<file path="config.mk">
export PLATFORM = sky130hd
export DESIGN_NAME = pmft_pin7_mux
export DESIGN_NICKNAME = d
export VERILOG_FILES = /design/src/pmft_pkg.sv /design/src/pmft_trig_if.sv /design/src/pmft_trig_gen.sv /design/src/pmft_pin7_mux.sv
export VERILOG_INCLUDE_DIRS = /design/src
export SDC_FILE = /design/constraint.sdc
export NUM_CORES = 1
export LEC_CHECK = 0
export BUFFER_PORTS_ARGS = -buffer_cell sky130_fd_sc_hd__buf_4
export CORE_MARGIN = 1.5
export CORE_UTILIZATION = 40
export DETAILED_ROUTE_END_ITERATION = 16
export GPL_TIMING_DRIVEN = 1
export MAX_ROUTING_LAYER = met4
export SLEW_MARGIN = 10
export SYNTH_ARGS = -nofsm -noshare
export SYNTH_HDL_FRONTEND = slang
export SYNTH_SLANG_ARGS = --single-unit
</file>
<file path="constraint.sdc">
create_clock -name clk -period 2.3 [get_ports clk]
set_input_delay 0.115 -clock clk [delete_from_list [all_inputs] [get_ports clk]]
set_output_delay 0.115 -clock clk [all_outputs]
set_load 0.05 [all_outputs]
</file>
<file path="src/pmft_defines.svh">
`ifndef PMFT_DEFINES_SVH
`define PMFT_DEFINES_SVH

// ------------------------------------------------------------
// Register offsets
// ------------------------------------------------------------
`define PMFT_ADDR_PIN7_CTL   8'h17
`define PMFT_ADDR_TRIG_CTL   8'h18
`define PMFT_ADDR_HIGH_HI    8'h19
`define PMFT_ADDR_HIGH_LO    8'h1A

// ------------------------------------------------------------
// Field positions
// ------------------------------------------------------------
`define PMFT_SEL_MSB         7
`define PMFT_SEL_LSB         5
`define PMFT_SRC_MSB         4
`define PMFT_SRC_LSB         2
`define PMFT_VAL_BIT         1
`define PMFT_EN_BIT          0
`define PMFT_MODE_MSB        7
`define PMFT_MODE_LSB        4
`define PMFT_ONE_SHOT_BIT    3
`define PMFT_GEN_ON_BIT      0
`define PMFT_EXT_LAST_PIN    3'h6

// ------------------------------------------------------------
// Reset values
// ------------------------------------------------------------
`define PMFT_RST_PIN7_CTL    8'h00
`define PMFT_RST_MODE        4'h0
`define PMFT_RST_GEN_ON      1'b0
`define PMFT_RST_HIGH        16'h0000
`define PMFT_RST_LOW         16'h0001

// ------------------------------------------------------------
// Timing: 25 MHz reference tick derived from the 200 MHz clock
// ------------------------------------------------------------
`define PMFT_CLK_MHZ         200
`define PMFT_REF_MHZ         25
`define PMFT_REF_DIV         (`PMFT_CLK_MHZ / `PMFT_REF_MHZ)

`endif

</file>
<file path="src/pmft_pkg.sv">
package pmft_pkg;

  // ----------------------------------------------------------
  // Output source codes
  // ----------------------------------------------------------
  typedef enum logic [2:0] {
    PMFT_SRC_RX0  = 3'h0,
    PMFT_SRC_RX1  = 3'h1,
    PMFT_SRC_RX2  = 3'h2,
    PMFT_SRC_RX3  = 3'h3,
    PMFT_SRC_DEV  = 3'h4,
    PMFT_SRC_RSVD = 3'h5,
    PMFT_SRC_TX0  = 3'h6,
    PMFT_SRC_TX1  = 3'h7
  } pmft_src_e;

  // ----------------------------------------------------------
  // Device status select codes
  // ----------------------------------------------------------
  typedef enum logic [2:0] {
    PMFT_DS_VAL      = 3'h0,
    PMFT_DS_LOCK_OR  = 3'h1,
    PMFT_DS_LOCK_AND = 3'h2,
    PMFT_DS_PASS_AND = 3'h3,
    PMFT_DS_RSVD4    = 3'h4,
    PMFT_DS_TRIG     = 3'h5,
    PMFT_DS_RSVD6    = 3'h6,
    PMFT_DS_RSVD7    = 3'h7
  } pmft_ds_sel_e;

  // ----------------------------------------------------------
  // Pulse generator states
  // ----------------------------------------------------------
  typedef enum logic [1:0] {
    PMFT_GEN_IDLE = 2'b00,
    PMFT_GEN_HIGH = 2'b01,
    PMFT_GEN_LOW  = 2'b10
  } pmft_gen_e;

  typedef struct packed {
    pmft_gen_e   state;
    logic [15:0] cnt;
    logic        pulse;
    logic        pend;
  } pmft_gen_s;

  typedef struct packed {
    logic [7:0]  pin_ctl;
    logic [3:0]  mode;
    logic        gen_on;
    logic [15:0] high_period;
    logic        one_shot;
    logic [2:0]  ref_cnt;
    logic        ref_tick;
    logic        trig;
    logic        pin_out;
    logic        pin_oe;
    logic [7:0]  rdata;
  } pmft_top_s;

endpackage : pmft_pkg

</file>
<file path="src/pmft_trig_if.sv">
`timescale 1ns/1ps

// Control and result of the trigger pulse generator
interface pmft_trig_if;
  logic        tick;
  logic        run;
  logic        gen_on;
  logic        one_shot;
  logic [15:0] high_period;
  logic        pulse;

  modport ctl (output tick, output run, output gen_on, output one_shot,
               output high_period, input pulse);
  modport gen (input tick, input run, input gen_on, input one_shot,
               input high_period, output pulse);
endinterface : pmft_trig_if

</file>
<file path="src/pmft_trig_gen.sv">
`timescale 1ns/1ps
`include "pmft_defines.svh"

module pmft_trig_gen #(
  parameter logic [15:0] LOW_PERIOD = `PMFT_RST_LOW
) (
  input  wire logic  clk,
  input  wire logic  rst_b,
  pmft_trig_if.gen   tif
);

  pmft_pkg::pmft_gen_s r_reg;
  pmft_pkg::pmft_gen_s r_next;
  logic                start;

  // ----------------------------------------------------------
  // Next state: counts ticks of the selected time base
  // ----------------------------------------------------------
  always_comb begin
    r_next = r_reg;
    start  = tif.tick && (tif.gen_on || r_reg.pend);
    unique case (r_reg.state)
      pmft_pkg::PMFT_GEN_IDLE: begin
        if (start) begin
          r_next.state = pmft_pkg::PMFT_GEN_HIGH;
          r_next.cnt   = 16'h0000;
          r_next.pulse = 1'b1;
        end
      end
      pmft_pkg::PMFT_GEN_HIGH: begin
        if (tif.tick) begin
          // High lasts programmed value plus one tick
          if (r_reg.cnt == tif.high_period) begin
            r_next.cnt   = 16'h0000;
            r_next.pulse = 1'b0;
            r_next.state = tif.gen_on ? pmft_pkg::PMFT_GEN_LOW
                                      : pmft_pkg::PMFT_GEN_IDLE;
          end else begin
            r_next.cnt = r_reg.cnt + 16'h0001;
          end
        end
      end
      pmft_pkg::PMFT_GEN_LOW: begin
        if (!tif.gen_on) begin
          r_next.state = pmft_pkg::PMFT_GEN_IDLE;
        end else if (tif.tick) begin
          if (r_reg.cnt == LOW_PERIOD) begin
            r_next.cnt   = 16'h0000;
            r_next.pulse = 1'b1;
            r_next.state = pmft_pkg::PMFT_GEN_HIGH;
          end else begin
            r_next.cnt = r_reg.cnt + 16'h0001;
          end
        end
      end
      default: begin
        r_next.state = pmft_pkg::PMFT_GEN_IDLE;
        r_next.pulse = 1'b0;
      end
    endcase
    // A request arriving as the pending one starts is kept
    r_next.pend = (r_reg.pend && !(start &&
                   r_reg.state == pmft_pkg::PMFT_GEN_IDLE))
                  || tif.one_shot;
    // Leaving internal mode drops any pulse in flight
    if (!tif.run) begin
      r_next.state = pmft_pkg::PMFT_GEN_IDLE;
      r_next.pulse = 1'b0;
      r_next.pend  = 1'b0;
      r_next.cnt   = 16'h0000;
    end
  end

  // ----------------------------------------------------------
  // State register
  // ----------------------------------------------------------
  always_ff @(posedge clk) begin
    if (!rst_b) begin
      r_reg <= '{state: pmft_pkg::PMFT_GEN_IDLE, cnt: 16'h0000,
                 pulse: 1'b0, pend: 1'b0};
    end else begin
      r_reg <= r_next;
    end
  end

  assign tif.pulse = r_reg.pulse;

endmodule : pmft_trig_gen

</file>
<file path="src/pmft_pin7_mux.sv">
// Operation
// - Source field picks rx, status or tx
// - Rx source: remote pins, lock, pass, valids
// - Status: local value, lock or/and, pass and
// - Status code 101 routes the trigger pulse
// - Tx source: pass and/or, frame, line
// - Tx source: synchronized, interrupt, 110-111 reserved
// - Enabled pin drives local value when chosen
// - Drive enable gates driver; fields reset zero
// - Modes 0000-0011 time from port frame clock
// - Modes 01xx time from 25 MHz reference
// - Modes 1000-1100 take trigger from pins 0-4
// - 1110 pin 6; 1101 pin 5, 1111 pin 6
// - One-shot write gives one pulse, reads zero
// - Bit 0 turns periodic generation on
// - High time lasts programmed value plus one
`timescale 1ns/1ps
`include "pmft_defines.svh"

module pmft_pin7_mux #(
  parameter logic [15:0] LOW_PERIOD = `PMFT_RST_LOW
) (
  input  wire logic        clk,
  input  wire logic        rst_b,
  input  wire logic [7:0]  reg_addr,
  input  wire logic        reg_wr,
  input  wire logic        reg_rd,
  input  wire logic [7:0]  reg_wdata,
  output logic      [7:0]  reg_rdata,
  input  wire logic [15:0] rx_remote_pin,
  input  wire logic [3:0]  rx_port_en,
  input  wire logic [3:0]  rx_lock,
  input  wire logic [3:0]  rx_pass,
  input  wire logic [3:0]  rx_frame_valid,
  input  wire logic [3:0]  rx_line_valid,
  input  wire logic [3:0]  rx_frame_tick,
  input  wire logic [1:0]  tx_pass_and,
  input  wire logic [1:0]  tx_pass_or,
  input  wire logic [1:0]  tx_frame_valid,
  input  wire logic [1:0]  tx_line_valid,
  input  wire logic [1:0]  tx_synchronized,
  input  wire logic [1:0]  tx_interrupt,
  input  wire logic [6:0]  ext_pin,
  output logic             pin7_out,
  output logic             pin7_oe,
  output logic             camera_trigger_pulse
);

  pmft_pkg::pmft_top_s r_reg;
  pmft_pkg::pmft_top_s r_next;
  pmft_trig_if         tif ();

  logic [2:0]  pin7_output_select;
  logic [2:0]  pin7_output_source;
  logic        pin7_local_value;
  logic        pin7_drive_enable;
  logic        internal_mode;
  logic [2:0]  ext_idx;
  logic        ext_level;
  logic        rx_bit;
  logic        dev_bit;
  logic        tx_bit;
  logic        mux_bit;
  logic [1:0]  rx_idx;
  logic        tx_idx;

  // ----------------------------------------------------------
  // Helpers
  // ----------------------------------------------------------
  // AND over enabled ports; no enabled port reads as 0 so a
  // disabled hub never reports all-locked
  function automatic logic and_enabled(input logic [3:0] v,
                                       input logic [3:0] en);
    and_enabled = (|en) && (&(v | ~en));
  endfunction : and_enabled

  function automatic logic [2:0] ctl_field(input logic [7:0] c,
                                           input int msb);
    ctl_field = c[msb -: 3];
  endfunction : ctl_field

  // ----------------------------------------------------------
  // Field views of the pin control register
  // ----------------------------------------------------------
  assign pin7_output_select = ctl_field(r_reg.pin_ctl, `PMFT_SEL_MSB);
  assign pin7_output_source = ctl_field(r_reg.pin_ctl, `PMFT_SRC_MSB);
  assign pin7_local_value   = r_reg.pin_ctl[`PMFT_VAL_BIT];
  assign pin7_drive_enable  = r_reg.pin_ctl[`PMFT_EN_BIT];
  assign rx_idx             = pin7_output_source[1:0];
  assign tx_idx             = pin7_output_source[0];

  // ----------------------------------------------------------
  // Trigger source decode
  // ----------------------------------------------------------
  assign internal_mode = ~r_reg.mode[3];
  // Code 111 saturates at pin 6 (101 is pin 5, 110 is pin 6)
  assign ext_idx = (r_reg.mode[2:0] > `PMFT_EXT_LAST_PIN)
                   ? `PMFT_EXT_LAST_PIN : r_reg.mode[2:0];
  assign ext_level = ext_pin[ext_idx];

  // Time base: port frame clock or the 25 MHz reference
  assign tif.tick = r_reg.mode[2] ? r_reg.ref_tick
                                  : rx_frame_tick[r_reg.mode[1:0]];
  assign tif.run         = internal_mode;
  assign tif.gen_on      = r_reg.gen_on;
  assign tif.one_shot    = r_reg.one_shot;
  assign tif.high_period = r_reg.high_period;

  pmft_trig_gen #(
    .LOW_PERIOD (LOW_PERIOD)
  ) u_gen (
    .clk   (clk),
    .rst_b (rst_b),
    .tif   (tif.gen)
  );

  // ----------------------------------------------------------
  // Output source multiplexer
  // ----------------------------------------------------------
  always_comb begin
    unique case (pin7_output_select)
      3'h0, 3'h1, 3'h2, 3'h3:
        rx_bit = rx_remote_pin[{rx_idx, pin7_output_select[1:0]}];
      3'h4:    rx_bit = rx_lock[rx_idx];
      3'h5:    rx_bit = rx_pass[rx_idx];
      3'h6:    rx_bit = rx_frame_valid[rx_idx];
      default: rx_bit = rx_line_valid[rx_idx];
    endcase
  end

  always_comb begin
    unique case (pmft_pkg::pmft_ds_sel_e'(pin7_output_select))
      pmft_pkg::PMFT_DS_VAL:      dev_bit = pin7_local_value;
      pmft_pkg::PMFT_DS_LOCK_OR:  dev_bit = |(rx_lock & rx_port_en);
      pmft_pkg::PMFT_DS_LOCK_AND:
        dev_bit = and_enabled(rx_lock, rx_port_en);
      pmft_pkg::PMFT_DS_PASS_AND:
        dev_bit = and_enabled(rx_pass, rx_port_en);
      pmft_pkg::PMFT_DS_TRIG:     dev_bit = r_reg.trig;
      default:                    dev_bit = 1'b0;
    endcase
  end

  always_comb begin
    unique case (pin7_output_select)
      3'h0:    tx_bit = tx_pass_and[tx_idx];
      3'h1:    tx_bit = tx_pass_or[tx_idx];
      3'h2:    tx_bit = tx_frame_valid[tx_idx];
      3'h3:    tx_bit = tx_line_valid[tx_idx];
      3'h4:    tx_bit = tx_synchronized[tx_idx];
      3'h5:    tx_bit = tx_interrupt[tx_idx];
      default: tx_bit = 1'b0;
    endcase
  end

  always_comb begin
    unique case (pmft_pkg::pmft_src_e'(pin7_output_source))
      pmft_pkg::PMFT_SRC_RX0, pmft_pkg::PMFT_SRC_RX1,
      pmft_pkg::PMFT_SRC_RX2, pmft_pkg::PMFT_SRC_RX3:
        mux_bit = rx_bit;
      pmft_pkg::PMFT_SRC_DEV:  mux_bit = dev_bit;
      pmft_pkg::PMFT_SRC_TX0,
      pmft_pkg::PMFT_SRC_TX1:  mux_bit = tx_bit;
      default:                 mux_bit = 1'b0;
    endcase
  end

  // ----------------------------------------------------------
  // Next state: registers, divider, trigger and pin drive
  // ----------------------------------------------------------
  always_comb begin
    r_next          = r_reg;
    r_next.one_shot = 1'b0;
    r_next.rdata    = 8'h00;

    // Divide by eight for the 25 MHz reference enable
    if (r_reg.ref_cnt == 3'(`PMFT_REF_DIV - 1)) begin
      r_next.ref_cnt  = 3'h0;
      r_next.ref_tick = 1'b1;
    end else begin
      r_next.ref_cnt  = r_reg.ref_cnt + 3'h1;
      r_next.ref_tick = 1'b0;
    end

    // Register writes; unmapped offsets are ignored
    if (reg_wr) begin
      unique case (reg_addr)
        `PMFT_ADDR_PIN7_CTL: r_next.pin_ctl = reg_wdata;
        `PMFT_ADDR_TRIG_CTL: begin
          r_next.mode = reg_wdata[`PMFT_MODE_MSB:`PMFT_MODE_LSB];
          r_next.gen_on   = reg_wdata[`PMFT_GEN_ON_BIT];
          r_next.one_shot = reg_wdata[`PMFT_ONE_SHOT_BIT];
        end
        `PMFT_ADDR_HIGH_HI: r_next.high_period[15:8] = reg_wdata;
        `PMFT_ADDR_HIGH_LO: r_next.high_period[7:0]  = reg_wdata;
        default: ;
      endcase
    end

    // Register reads, one cycle late; one-shot bit reads 0
    if (reg_rd) begin
      unique case (reg_addr)
        `PMFT_ADDR_PIN7_CTL: r_next.rdata = r_reg.pin_ctl;
        `PMFT_ADDR_TRIG_CTL:
          r_next.rdata = {r_reg.mode, 3'h0, r_reg.gen_on};
        `PMFT_ADDR_HIGH_HI: r_next.rdata = r_reg.high_period[15:8];
        `PMFT_ADDR_HIGH_LO: r_next.rdata = r_reg.high_period[7:0];
        default:            r_next.rdata = 8'h00;
      endcase
    end

    // Trigger is generated or follows the chosen pin
    r_next.trig = internal_mode ? tif.pulse : ext_level;

    // Driver gated by enable, low and off when disabled
    r_next.pin_oe  = pin7_drive_enable;
    r_next.pin_out = pin7_drive_enable && mux_bit;
  end

  // ----------------------------------------------------------
  // State register
  // ----------------------------------------------------------
  always_ff @(posedge clk) begin
    if (!rst_b) begin
      r_reg <= '{pin_ctl: `PMFT_RST_PIN7_CTL, mode: `PMFT_RST_MODE,
                 gen_on: `PMFT_RST_GEN_ON, high_period: `PMFT_RST_HIGH,
                 one_shot: 1'b0, ref_cnt: 3'h0, ref_tick: 1'b0,
                 trig: 1'b0, pin_out: 1'b0, pin_oe: 1'b0,
                 rdata: 8'h00};
    end else begin
      r_reg <= r_next;
    end
  end

  // Outputs straight from the state register
  assign reg_rdata            = r_reg.rdata;
  assign pin7_out             = r_reg.pin_out;
  assign pin7_oe              = r_reg.pin_oe;
  assign camera_trigger_pulse = r_reg.trig;

endmodule : pmft_pin7_mux

</file>
==> results.cfg <==
[place]
gp_congestion = 0.8707
dp_slack_ns = -0.08341
port-buffer-count = 89
placed_area_um2 = 4662
dp.final_hpwl_mm = 7.971

[synthesis]
avgSynthCellArea_um2 = 8.885
synth_cell_types = 59
syn_nets = 511
synth_area_um2 = 3767
dominantRegCellSynth = dfxtp_1
synthMuxAreaShare_pct = 10.69
synth-adder-area-share_pct = 2.657
synth_top_family_by_area = simple AND/OR/NAND/NOR gates
synth_edf_count = 0
synthArstFlopShare_pct = 0
synth_cells = 424
synth-warning-count = 0
synth_compound_area_share_pct = 15.88
ys_ff_latch = 65
synth-xor-area-share_pct = 6.509
seq_area_frac_synth_pct = 34.54
synthSimpleGateAreaFrac_pct = 23.68

[floorplanning]
dieWidth_um = 100.1
start_util_pct = 40.97
die_y_um = 100.1
ios = 90
core_area_um2 = 9196
die_area_um2 = 10010
num_rows = 35

[worst_setup_path]
end_kind = flip-flop
timing.rr.start = u_gen.r_reg[18]
worst-r2r-setup-slack_ns = 0.16
worstSetupStartpointType = flip-flop
reg2regPathDepth = 7
critical_path.max_stage_delay_ns = 0.52
critPathTopFamily = simple AND/OR/NAND/NOR gates
path_cells = inv_1, ha_2, or3_1, o21a_2, or4_1, xor2_1, nor2_1
reg2reg_to = u_gen.r_reg[14]
crit_buf_inv = 1
cp_max_fo = 9
crit_slowest_cell = or4_1
criticalPathCategory = reg -> reg
cp.required_ns = 2.52
worstPathArrival_ns = 2.36
crit_path_start = u_gen.r_reg[18]

[grt]
grt-ovfl-total = 0
track_usage_pct = 22.32
grt_antenna_before_repair = 0
grt_pass1_vias = 3481
grt_pass1_wl_mm = 17.18
grt_max_degree = 34

[run]
max_cap_violations = 0

[clock_network]
clock-sinks = 65
cts_tree = built
path_clk_slew_ns = 0.08
clkLatencyLatePin_ns = 0.34
cts_buffers = 9
cts_max_path_buffers = 2
cts_setup_buffers = 0
htreeDepth = 3
cts_root_buffer = clkbuf_8

[detailed_routing]
wl_mm = 10.52
dr.pass1.iters = 5
vias_per_cell = 5.538
route.vias.total = 3550
routedWlPerCell_um = 16.42
ant_nets = 0
drc_errors = 0
initialDrtViolationCount = 255

[layout]
largest_register_ffs = 19
drive_gt1_share_pct = 31.13
area_growth_pct = 30.69
fillers = 861
post-route-util_pct = 53.54
fin_nets = 612
num_antenna_cells = 0
final_area_um2 = 4923

[sta]
fin_crit_sh_pct = 93.20
hold_viol = 0
worst_slack_ns = 0.1565
drv_slew = 0
final-setup-viol-count = 0
worst_pin_slew_ns = 0.7567
fmax_mhz = 466.5
skew_ns = 0.01259
rsz0062_at_grt = false
holdWs_ns = 0.04613
min_period_ns = 2.144
slew_headroom_pct = 49.33

[power_and_ir_drop]
power.internal_w = 0.001964
vdd_drop_max_v = 0.0005501
pwr-share-comb_pct = 11.7
p_per_area_nw_per_um2 = 518.0
p_clk_share_pct = 43.6
p_leak_nw = 1.869
power.total_w = 0.002550
switching_share_pct = 22.99
seqPwrFrac_pct = 44.7
p_sw_w = 0.0005864

[status]
status = completed

[min_path]
hold_path_class = in -> reg
hold_depth = 3
hold_start = reg_wdata[1]
worstHoldEndpoint = tif.high_period[1]
==> cells by family after synthesis <==
kind of cell,Yosys count
compound gates,82
xor+xnor,28
fa+ha+maj,8
buf+inv,47
flops,65
mux,21
simple gates,173
==> layout by cell type, fill, tap and decap left out, types with 8 or more instances in the layout <==
master      n
a21boi_1   30
a21oi_1    11
a222oi_1    8
buf_4     125
clkbuf_8   11
dfxtp_1    63
inv_1      12
mux4_2     10
nand2_1    54
nand3_1    33
nand4_1    16
nor2_1     22
nor3_1      8
xnor2_1    23
==> Yosys cell counts (10+ instances only) <==
master,n,share of area (%)
dfxtp_1,65,35
nand2_1,54,5.4
nand3_1,33,4.4
a21boi_1,30,6.0
xnor2_1,23,5.3
nor2_1,22,2.2
clkbuf_1,19,1.9
nand4_1,16,2.7
inv_1,12,1.2
a21oi_1,11,1.5
mux4_2,10,6.0
==> how the worst max path moves through the flow <==
stage / to / slack [ns] / depth (start not counted)
2_1_floorplan: u_gen.r_reg[14] / 0.22 / 8
3_3_place_gp: u_gen.r_reg[11] / -0.05 / 7
3_5_place_dp: u_gen.r_reg[8] / -0.08 / 8
4_1_cts: pin7_out / 0.02 / 5
5_1_grt: u_gen.r_reg[7] / 0.02 / 7
6_report: u_gen.r_reg[14] / 0.16 / 7
==> power by group through the flow <==
stage | Sequential (W) | Clock (W) | Combinational, W
after floorplan | 0.00117 | 0 | 0.000129
after global placement | 0.00117 | 0 | 0.000288
after detailed placement | 0.00117 | 0 | 0.000292
after CTS | 0.00114 | 0.00113 | 0.000294
after global routing | 0.00114 | 0.00119 | 0.000325
final | 0.00114 | 0.00111 | 0.000298
==> stage by stage <==
step                TNS, ns  cells
floorplan                 0    424
global placement    -0.5504    625
detailed placement  -0.8015    625
CTS                       0    641
global route              0    641
finish                    0    641
==> worst register-to-register path, cell delays in order (launching register included) <==
cell     delay [ns]
dfxtp_1        0.38
inv_1          0.08
ha_2           0.22
or3_1          0.41
o21a_2         0.22
or4_1          0.52
xor2_1         0.15
nor2_1         0.05
==> area by class of cell <==
class                           count  area [um2]  share of cell area (%)
Clock buffer                       11       151.4                   3.075
Clock inverter                      5       77.57                   1.576
Inverter                           12       45.04                  0.9149
Multi-Input combinational cell    312        2268                   46.07
Sequential cell                    65        1304                   26.48
Tap cell                          111       138.9                   2.821
Timing Repair Buffer              125       938.4                   19.06
==> layer usage <==
metal | up-vias | share of wire (%) | GRT usage [%]
li1 | 1750 | - | -
met1 | 1661 | 45 | 26.63
met2 | 127 | 49 | 37.52
met3 | 12 | 5.2 | 5.850
met4 | 0 | 1.2 | 5.742
met5 | - | 0 | -
==> what timing repair did <==
action | in CTS | in global routing
cloned | 0 | 0
endpoints found under the hold margin | 0 | 0
endpoints found under the setup margin | 13 | 14
hold buffers | 0 | 0
gates resized for setup | 1 | 8
Note: power is estimated with default switching activity, not from simulation.
